## config.mk

```make
export PLATFORM = sky130hd
export DESIGN_NAME = hbs_top
export DESIGN_NICKNAME = d
export VERILOG_FILES = /design/src/inc/hbs_pkg.sv /design/src/rtl/hbs_ms_tick.sv /design/src/rtl/hbs_delay_timer.sv /design/src/rtl/hbs_top.sv
export VERILOG_INCLUDE_DIRS = /design/src /design/src/inc
export SDC_FILE = /design/constraint.sdc
export NUM_CORES = 1
export LEC_CHECK = 0
export ABC_AREA = 0
export CORE_MARGIN = 3
export CORE_UTILIZATION = 65
export DETAILED_ROUTE_END_ITERATION = 10
export DONT_BUFFER_PORTS = 1
export PLACE_DENSITY_LB_ADDON = 0.05
export SLEW_MARGIN = 20
export SYNTH_ARGS = -nofsm -noshare
export SYNTH_HDL_FRONTEND = slang
export SYNTH_HIERARCHICAL = 1
export SYNTH_SLANG_ARGS = --single-unit
```

## constraint.sdc

```tcl
create_clock -name clk -period 8.3 [get_ports clk]
set_clock_uncertainty 0.2 [all_clocks]
set_input_delay 0 -clock clk [delete_from_list [all_inputs] [get_ports clk]]
set_output_delay 0 -clock clk [all_outputs]
set_load 0.05 [all_outputs]
```

## src/inc/hbs_map.svh

```systemverilog
// Summary of operation
// - Release brake, enable after full release delay
// - Extra release delay: 0 to 4400 ms
// - On disable, brake applies, current held
// - Extra apply delay: 0 to 1000 ms
// - Delay writes refused while power stage enabled
// - New delays apply at next enable only
// - Torque off cuts current, skips apply delay
// - Brake holds position while stage disabled
// - Brake check moves while button held
// - Brake check starts only when ready
`ifndef HBS_MAP_SVH
`define HBS_MAP_SVH

////////////////////////////////////////////////////////////////////////////////
// Register offsets and reset values
`define HBS_ADDR_W 16
`define HBS_DATA_W 16
`define HBS_OFS_EXTRA_RELEASE 16'h050e
`define HBS_OFS_EXTRA_APPLY 16'h0510
`define HBS_RST_EXTRA_RELEASE 16'h0000
`define HBS_RST_EXTRA_APPLY 16'h0000
`define HBS_MAX_EXTRA_RELEASE 16'h1130
`define HBS_MAX_EXTRA_APPLY 16'h03e8

////////////////////////////////////////////////////////////////////////////////
// Timing base
`define HBS_CLK_PERIOD_NS 8
`define HBS_MS_TIME_NS 1000000
`define HBS_MS_CYCLES ((`HBS_MS_TIME_NS + `HBS_CLK_PERIOD_NS - 1) / `HBS_CLK_PERIOD_NS)
`define HBS_TICK_W 17
`define HBS_CNT_W 17

`endif

```

## src/inc/hbs_pkg.sv

```systemverilog
`default_nettype none

package hbs_pkg;

    // Sequencer states
    typedef enum logic [2:0] {
        HBS_ST_READY = 3'b000,
        HBS_ST_RELEASE = 3'b001,
        HBS_ST_ENABLED = 3'b010,
        HBS_ST_APPLY = 3'b011,
        HBS_ST_CHECK = 3'b100,
        HBS_ST_TRIP = 3'b101
    } hbs_state_e;

    typedef logic [15:0] hbs_word_t;

endpackage : hbs_pkg

`default_nettype wire

```

## src/rtl/hbs_ms_tick.sv

```systemverilog
`timescale 1ns/100ps
`default_nettype none
`include "hbs_map.svh"

module hbs_ms_tick #(
    parameter int unsigned MS_CYCLES = `HBS_MS_CYCLES
) (
    input wire logic clk,
    input wire logic rstn,
    input wire logic clk_en,
    input wire logic restart,
    output logic tick
);

    logic [`HBS_TICK_W-1:0] div_ff;
    logic [`HBS_TICK_W-1:0] nxt_div;
    logic tick_ff;
    wire logic at_end;

    ////////////////////////////////////////////////////////////////////////////
    // Prescaler; restart realigns so a delay is never cut short
    assign at_end = (div_ff == `HBS_TICK_W'(MS_CYCLES - 1));
    assign nxt_div = (restart || at_end) ? '0 : div_ff + `HBS_TICK_W'(1);

    always_ff @(posedge clk or negedge rstn) begin
        if (!rstn) begin
            div_ff <= '0;
            tick_ff <= 1'b0;
        end else if (clk_en) begin
            div_ff <= nxt_div;
            tick_ff <= at_end && !restart;
        end
    end

    assign tick = tick_ff;

endmodule : hbs_ms_tick

`default_nettype wire

```

## src/rtl/hbs_delay_timer.sv

```systemverilog
`timescale 1ns/100ps
`default_nettype none
`include "hbs_map.svh"

module hbs_delay_timer (
    input wire logic clk,
    input wire logic rstn,
    input wire logic clk_en,
    input wire logic load,
    input wire logic [`HBS_CNT_W-1:0] load_val,
    input wire logic tick,
    output logic done
);

    logic [`HBS_CNT_W-1:0] cnt_ff;
    logic [`HBS_CNT_W-1:0] nxt_cnt;

    ////////////////////////////////////////////////////////////////////////////
    // Countdown of whole milliseconds, stops at zero
    assign nxt_cnt = load ? load_val :
                     (tick && cnt_ff != '0) ? cnt_ff - `HBS_CNT_W'(1) : cnt_ff;

    always_ff @(posedge clk or negedge rstn) begin
        if (!rstn) begin
            cnt_ff <= '0;
        end else if (clk_en) begin
            cnt_ff <= nxt_cnt;
        end
    end

    assign done = (cnt_ff == '0);

endmodule : hbs_delay_timer

`default_nettype wire

```

## src/rtl/hbs_top.sv

```systemverilog
`timescale 1ns/100ps
`default_nettype none
`include "hbs_map.svh"

module hbs_top
    import hbs_pkg::*;
#(
    parameter int unsigned MS_CYCLES = `HBS_MS_CYCLES
) (
    input wire logic clk,
    input wire logic rstn,
    input wire logic clk_en,
    // Operator and controller requests
    input wire logic enable_req,
    input wire logic check_start,
    input wire logic nav_button,
    input wire logic esc_key,
    input wire logic brake_params_set,
    // Torque off channels, high while energised
    input wire logic torque_off_channel_a,
    input wire logic torque_off_channel_b,
    // Motor nameplate delays in ms
    input wire logic [15:0] motor_release_delay,
    input wire logic [15:0] motor_apply_delay,
    // Parameter access
    input wire logic reg_wr,
    input wire logic reg_rd,
    input wire logic [`HBS_ADDR_W-1:0] reg_addr,
    input wire logic [`HBS_DATA_W-1:0] reg_wdata,
    output logic [`HBS_DATA_W-1:0] reg_rdata,
    output logic reg_ack,
    output logic reg_err,
    // Power stage and brake
    output logic brake_release,
    output logic motor_current_on,
    output logic op_enabled,
    output logic ready_to_switch_on,
    output logic check_active,
    output logic motor_move,
    output logic torque_off_active
);

    ////////////////////////////////////////////////////////////////////////////
    // Declarations
    hbs_state_e state_ff;
    hbs_state_e nxt_state;
    hbs_word_t extra_release_delay_ff;
    hbs_word_t extra_apply_delay_ff;
    hbs_word_t nxt_extra_release;
    hbs_word_t nxt_extra_apply;
    hbs_word_t act_apply_ff;
    hbs_word_t nxt_act_apply;
    logic [`HBS_DATA_W-1:0] reg_rdata_ff;
    logic [`HBS_DATA_W-1:0] nxt_rdata;
    logic reg_ack_ff;
    logic reg_err_ff;
    logic nxt_err;
    logic brake_release_ff;
    logic motor_current_ff;
    logic op_enabled_ff;
    logic ready_ff;
    logic check_active_ff;
    logic motor_move_ff;
    logic torque_off_ff;
    logic nxt_brake_release;
    logic nxt_motor_current;
    logic nxt_op_enabled;
    logic nxt_ready;
    logic nxt_move;
    logic tmr_load;
    logic [`HBS_CNT_W-1:0] tmr_val;
    wire logic ms_tick;
    wire logic tmr_done;

    ////////////////////////////////////////////////////////////////////////////
    // Torque off status and readiness
    wire logic sto_trip = !torque_off_channel_a || !torque_off_channel_b;
    wire logic in_ready = (state_ff == HBS_ST_READY);
    wire logic stage_off = in_ready || (state_ff == HBS_ST_TRIP);
    // Either channel dropping trips; both must return before leaving
    wire logic sto_ok = !sto_trip;

    ////////////////////////////////////////////////////////////////////////////
    // Delay sums, widened so the largest sum cannot wrap
    wire logic [`HBS_CNT_W-1:0] release_sum = {1'b0, motor_release_delay} + {1'b0, extra_release_delay_ff};
    wire logic [`HBS_CNT_W-1:0] apply_sum = {1'b0, motor_apply_delay} + {1'b0, act_apply_ff};

    ////////////////////////////////////////////////////////////////////////////
    // Request decode
    wire logic start_enable = in_ready && enable_req && sto_ok;
    wire logic start_check = in_ready && check_start && brake_params_set && sto_ok && !enable_req;
    wire logic leave_check = (state_ff == HBS_ST_CHECK) && esc_key;

    ////////////////////////////////////////////////////////////////////////////
    // Sequencer next state; trip overrides every other request
    always_comb begin
        nxt_state = state_ff;
        tmr_load = 1'b0;
        tmr_val = release_sum;
        if (sto_trip) begin
            nxt_state = HBS_ST_TRIP;
        end else begin
            case (state_ff)
                HBS_ST_READY: begin
                    if (start_enable) begin
                        nxt_state = HBS_ST_RELEASE;
                        tmr_load = 1'b1;
                        tmr_val = release_sum;
                    end else if (start_check) begin
                        nxt_state = HBS_ST_CHECK;
                    end
                end
                HBS_ST_RELEASE: begin
                    if (!enable_req) begin
                        nxt_state = HBS_ST_APPLY;
                        tmr_load = 1'b1;
                        tmr_val = apply_sum;
                    end else if (tmr_done) begin
                        nxt_state = HBS_ST_ENABLED;
                    end
                end
                HBS_ST_ENABLED: begin
                    if (!enable_req) begin
                        nxt_state = HBS_ST_APPLY;
                        tmr_load = 1'b1;
                        tmr_val = apply_sum;
                    end
                end
                HBS_ST_APPLY: begin
                    if (tmr_done) begin
                        nxt_state = HBS_ST_READY;
                    end
                end
                HBS_ST_CHECK: begin
                    if (leave_check) begin
                        nxt_state = HBS_ST_APPLY;
                        tmr_load = 1'b1;
                        tmr_val = apply_sum;
                    end
                end
                HBS_ST_TRIP: begin
                    // No restart while a request is still standing
                    if (!enable_req) begin
                        nxt_state = HBS_ST_READY;
                    end
                end
                default: begin
                    nxt_state = HBS_ST_TRIP;
                end
            endcase
        end
    end

    ////////////////////////////////////////////////////////////////////////////
    // Output decode from the next state, so outputs are plain flops
    always_comb begin
        nxt_brake_release = 1'b0;
        nxt_motor_current = 1'b0;
        nxt_op_enabled = 1'b0;
        nxt_move = 1'b0;
        case (nxt_state)
            HBS_ST_RELEASE: begin
                nxt_brake_release = 1'b1;
                nxt_motor_current = 1'b1;
            end
            HBS_ST_ENABLED: begin
                nxt_brake_release = 1'b1;
                nxt_motor_current = 1'b1;
                nxt_op_enabled = 1'b1;
            end
            HBS_ST_APPLY: begin
                nxt_motor_current = 1'b1;
            end
            HBS_ST_CHECK: begin
                nxt_motor_current = 1'b1;
                nxt_brake_release = nav_button && !esc_key;
                nxt_move = nav_button && !esc_key;
            end
            default: begin
                // Ready and trip: no current, brake holds the load
                nxt_brake_release = 1'b0;
                nxt_motor_current = 1'b0;
            end
        endcase
    end

    assign nxt_ready = (nxt_state == HBS_ST_READY) && sto_ok;

    ////////////////////////////////////////////////////////////////////////////
    // Parameter write checks: range and power stage state
    wire logic hit_release = (reg_addr == `HBS_OFS_EXTRA_RELEASE);
    wire logic hit_apply = (reg_addr == `HBS_OFS_EXTRA_APPLY);
    wire logic hit_any = hit_release || hit_apply;
    // Unsigned compare also refuses negative values of the signed word
    wire logic rel_in_range = (reg_wdata <= `HBS_MAX_EXTRA_RELEASE);
    wire logic app_in_range = (reg_wdata <= `HBS_MAX_EXTRA_APPLY);
    wire logic wr_ok_state = stage_off && (nxt_state == HBS_ST_READY || nxt_state == HBS_ST_TRIP);
    wire logic wr_release = reg_wr && hit_release && rel_in_range && wr_ok_state;
    wire logic wr_apply = reg_wr && hit_apply && app_in_range && wr_ok_state;
    wire logic wr_refused = reg_wr && !(wr_release || wr_apply);

    assign nxt_extra_release = wr_release ? reg_wdata : extra_release_delay_ff;
    assign nxt_extra_apply = wr_apply ? reg_wdata : extra_apply_delay_ff;
    assign nxt_err = wr_refused || (reg_rd && !hit_any);

    // Apply figure frozen at enable, so a later edit waits for the next enable
    assign nxt_act_apply = (tmr_load && nxt_state == HBS_ST_RELEASE) ? extra_apply_delay_ff : act_apply_ff;

    // Read mux, zero for unmapped offsets
    assign nxt_rdata = !reg_rd ? reg_rdata_ff :
                       hit_release ? extra_release_delay_ff :
                       hit_apply ? extra_apply_delay_ff : 16'h0000;

    ////////////////////////////////////////////////////////////////////////////
    // Shared millisecond base and one countdown for both delays
    hbs_ms_tick #(
        .MS_CYCLES(MS_CYCLES)
    ) u_tick (
        .clk(clk),
        .rstn(rstn),
        .clk_en(clk_en),
        .restart(tmr_load),
        .tick(ms_tick)
    );

    hbs_delay_timer u_timer (
        .clk(clk),
        .rstn(rstn),
        .clk_en(clk_en),
        .load(tmr_load),
        .load_val(tmr_val),
        .tick(ms_tick),
        .done(tmr_done)
    );

    ////////////////////////////////////////////////////////////////////////////
    // State and parameter registers
    always_ff @(posedge clk or negedge rstn) begin
        if (!rstn) begin
            state_ff <= HBS_ST_READY;
            extra_release_delay_ff <= `HBS_RST_EXTRA_RELEASE;
            extra_apply_delay_ff <= `HBS_RST_EXTRA_APPLY;
            act_apply_ff <= `HBS_RST_EXTRA_APPLY;
        end else if (clk_en) begin
            state_ff <= nxt_state;
            extra_release_delay_ff <= nxt_extra_release;
            extra_apply_delay_ff <= nxt_extra_apply;
            act_apply_ff <= nxt_act_apply;
        end
    end

    ////////////////////////////////////////////////////////////////////////////
    // Access answer flops
    always_ff @(posedge clk or negedge rstn) begin
        if (!rstn) begin
            reg_rdata_ff <= 16'h0000;
            reg_ack_ff <= 1'b0;
            reg_err_ff <= 1'b0;
        end else if (clk_en) begin
            reg_rdata_ff <= nxt_rdata;
            reg_ack_ff <= reg_wr || reg_rd;
            reg_err_ff <= nxt_err;
        end
    end

    ////////////////////////////////////////////////////////////////////////////
    // Power stage and brake drive flops
    always_ff @(posedge clk or negedge rstn) begin
        if (!rstn) begin
            brake_release_ff <= 1'b0;
            motor_current_ff <= 1'b0;
            op_enabled_ff <= 1'b0;
            ready_ff <= 1'b0;
            check_active_ff <= 1'b0;
            motor_move_ff <= 1'b0;
            torque_off_ff <= 1'b0;
        end else if (clk_en) begin
            brake_release_ff <= nxt_brake_release;
            motor_current_ff <= nxt_motor_current;
            op_enabled_ff <= nxt_op_enabled;
            ready_ff <= nxt_ready;
            check_active_ff <= (nxt_state == HBS_ST_CHECK);
            motor_move_ff <= nxt_move;
            torque_off_ff <= sto_trip;
        end
    end

    ////////////////////////////////////////////////////////////////////////////
    // Port drive
    assign reg_rdata = reg_rdata_ff;
    assign reg_ack = reg_ack_ff;
    assign reg_err = reg_err_ff;
    assign brake_release = brake_release_ff;
    assign motor_current_on = motor_current_ff;
    assign op_enabled = op_enabled_ff;
    assign ready_to_switch_on = ready_ff;
    assign check_active = check_active_ff;
    assign motor_move = motor_move_ff;
    assign torque_off_active = torque_off_ff;

endmodule : hbs_top

`default_nettype wire

```

==> impl_metrics.json <==
{
  "status": "complete, but fails checks",
  "failed_checks": "negative hold slack",
  "synth.distinct_cells": 77,
  "ys_async_sr_fraction": 1.000,
  "grtUsageMet2": 0.4996,
  "io_pins": 101,
  "ys_seq_area_frac": 0.3920,
  "drc": 0,
  "grt_max_degree": 112,
  "p_comb_frac": 0.179,
  "netlist_instances": 724,
  "wl_per_cell_microns": 19.92,
  "antenna_found_initial": 0,
  "drive_gt1_frac": 0.1258,
  "htree_num_levels": 3,
  "peakVddDrop_v": 0.0001615,
  "whs_ns": -0.002880,
  "synth-edff-count": 0,
  "tritoncts.num_buffers": 9,
  "cts_tree": "done",
  "first_pass_iters": 5,
  "crit_path_cell_trace": "inv_1 -> ha_1 -> or4b_4 -> or2_4 -> nor2_1 -> nand3_1 -> nand4b_1 -> nand3_1 -> o21a_1 -> nand4b_1 -> mux2_2",
  "finalHoldViolCount": 1,
  "cp.arrival_ns": 4.39,
  "vias": 5834,
  "final-setup-viol-count": 0,
  "overflow": 0,
  "port_buffers": 0,
  "num_rows": 37,
  "min_period_over_period": 0.5176,
  "die_h_microns": 110.4,
  "path_class": "register to register",
  "synthAdderAreaFrac": 0.06569,
  "startpoint_type": "register",
  "yosys.area_share.xor_xnor": 0.04326,
  "report.final.slew_viol_count": 0,
  "syn-num-nets": 836,
  "power.leakage_nw": 3.458,
  "cap_violations": 0,
  "tns_ns": 0,
  "initial_utilization": 0.6772,
  "syn_avg_cell_area_sq_um": 9.787,
  "clk-insertion-delay-late_ns": 0.40,
  "ctsRootBufferMaster": "clkbuf_8",
  "drtIter0Drc": 409,
  "cp-end-kind": "register",
  "max_slew_margin": 0.4054,
  "path_max_fanout": 16,
  "fmax_mhz": 232.8,
  "place_hpwl_mm": 12.66,
  "syn2layout_area_growth_pct": 10.47,
  "place_congestion": 0.9769,
  "fillers": 766,
  "yosys_warnings": 6,
  "coreArea_sq_um": 10460,
  "cts_buffer_depth": 2,
  "ys_seq_elements": 111,
  "hold_path.class": "primary input to async pin",
  "synth_ff_type": "dfrtp_1",
  "routed_wl_mm": 17.91,
  "muxShareOfSynthArea": 0.08335,
  "crit_required_ns": 8.39,
  "seq_power_share": 0.562,
  "via_per_inst": 6.489,
  "syn_area_sq_um": 7086,
  "p_int_mw": 0.7993,
  "globalRouteMet1Util": 0.3829,
  "synth_top_family_by_area": "simple AND/OR/NAND/NOR gates",
  "diodes": 0,
  "worstMarginPinSlew_ns": 0.8694,
  "grt_pass1_vias": 5980,
  "design.die.area_sq_um": 12190,
  "track_usage": 0.2976,
  "ant_nets": 0,
  "cellPowerDensity_nw_per_um2": 156.1,
  "clk_pin_slew_ns": 0.11,
  "final_cell_mix": "dfrtp_1, nor2_1, a21oi_1",
  "utilization": 0.7481,
  "p_sw_mw": 0.4229,
  "final_common_cell": "dfrtp_1",
  "busiest_layer": "met2",
  "slowest_stage": "nand4b_1",
  "cts_sinks": 111,
  "rsz0062_at_grt": "no",
  "fin_nets": 870,
  "grt_pass1_wl_mm": 29.77,
  "cts_setup_buffers": 0,
  "min_period_ns": 4.296,
  "synthSimpleGateAreaFrac": 0.2084,
  "die_w_microns": 110.4,
  "swShare": 0.3460,
  "use_met3": 0.07726,
  "critPathMaxStageDelay_ns": 0.77,
  "synth-compound-area-share": 0.1805,
  "clkPwrFrac": 0.259
}
==> Yosys cell counts (5+ instances only) <==
master,n,area [sq um]
dfrtp_1,111,2778
nor2_1,72,270.3
a21oi_1,55,275.3
nand2_1,44,165.2
mux2_2,38,427.9
ha_1,34,425.4
nand3_1,21,105.1
xor2_1,20,175.2
nor3_1,19,95.09
o21ai_0,17,85.08
a22oi_1,16,120.1
clkbuf_1,16,60.06
nand4_1,16,100.1
xnor2_1,15,131.4
and2_1,14,87.58
inv_1,13,48.80
a21o_1,11,82.58
o211ai_1,11,82.58
nor2_2,10,62.56
and3_1,9,56.30
a211oi_1,8,60.06
mux2i_1,8,80.08
o21a_1,8,60.06
o22ai_1,8,50.05
nor2b_1,7,43.79
nand2b_1,6,37.54
nand4b_1,6,52.55
nand3b_1,5,37.54
o21bai_1,5,37.54
o31a_1,5,43.79
o31ai_1,5,37.54
or3_1,5,31.28
==> sequential cells by signal (all words and copies together) (netlist names) <==
signal                  cells
reg_ack                     1
reg_err                     1
ready_to_switch_on          1
u_timer/cnt_ff             17
check_active                1
u_tick/div_ff              17
op_enabled                  1
motor_move                  1
motor_current_on            1
torque_off_active           1
state_ff                    3
act_apply_ff               16
brake_release               1
extra_release_delay_ff     16
reg_rdata                  16
u_tick/tick                 1
extra_apply_delay_ff       16
==> power groups by stage <==
stage                     registers [mW]  clock network (mW)  logic (mW)
final                              0.687               0.316       0.219
after floorplan                    0.678                   0       0.152
after global routing               0.693               0.345       0.244
after CTS                          0.683               0.325       0.214
after detailed placement           0.693                   0       0.178
after global placement             0.691                   0       0.170
==> path summary, 6_finish.rpt <==
kind,startpoint,end,slack (ns),cells after the start
worst max-delay path,u_timer/cnt_ff[0]$_DFFE_PN0P_,extra_release_delay_ff[11]$_DFFE_PN0P_,4.00,11
worst min-delay path,rstn,u_tick/div_ff[3]$_DFFE_PN0P_,-0.003,2
worst max register to register,u_timer/cnt_ff[0]$_DFFE_PN0P_,extra_release_delay_ff[11]$_DFFE_PN0P_,4.00,11
worst min register to register,extra_apply_delay_ff[10]$_DFFE_PN0P_,extra_apply_delay_ff[10]$_DFFE_PN0P_,0.32,1
max in group asynchronous,rstn,act_apply_ff[14]$_DFFE_PN0P_,7.49,2
min in group clk,motor_release_delay[11],u_timer/cnt_ff[11]$_DFFE_PN0P_,0.02,5
==> what timing repair did <==
| action | 4_1_cts | 5_1_grt |
|---|---|---|
| hold endpoints to repair | 197 | 4 |
| hold buffers | 44 | 3 |
| resized for setup | 0 | 0 |
==> routing by layer <==
layer | up-vias | part of all wire
met3 | 24 | 0.066
met2 | 200 | 0.49
li1 | 2778 | -
met4 | 0 | 0.017
met1 | 2832 | 0.42
met5 | - | 0
==> critical path: cells and delay by family (launching register included) <==
family,cells,cell delay [ns]
adders and majority gates,1,0.20
AOI/OAI and AO/OA,1,0.25
buffers and inverters,1,0.08
DFF,1,0.45
and+or+nand+nor,7,2.43
muxes,1,0.56
==> area by class of cell <==
class                   count  area, sq um  area share
clock buffers              10        127.6     0.01630
clock inverters             6        62.56    0.007992
inverters                  13        48.80    0.006234
multi-input cells         574         4120      0.5264
flip-flops and latches    111         2778      0.3549
well taps                 136        170.2     0.02174
repair buffers             49        520.5     0.06650
==> kinds of logic (layout without fill, tap and decap cells) <==
logic type / after synthesis / after routing
adder cells (fa/ha/maj): 36 / 36
AO/OA/AOI/OAI: 185 / 185
buffers and inverters: 39 / 78
flip-flops: 111 / 111
AND/OR/NAND/NOR: 266 / 266
multiplexers: 52 / 52
XOR/XNOR: 35 / 35
==> per-stage QoR <==
step                power (mW)  hold WS, ns  instances  cell area, sq um  worst slack (ns)
finish                   1.222    -0.002880        899              7828             4.004
global route             1.283      0.02615        899              7828             3.836
CTS                      1.223     0.008631        895              7782             4.145
detailed placement      0.8707      -0.4931        835              7124             4.183
global placement        0.8613      -0.4934        835              7122             4.292
floorplan               0.8299      -0.4956        724              7086             4.856
(Power assumes the default switching activity.)
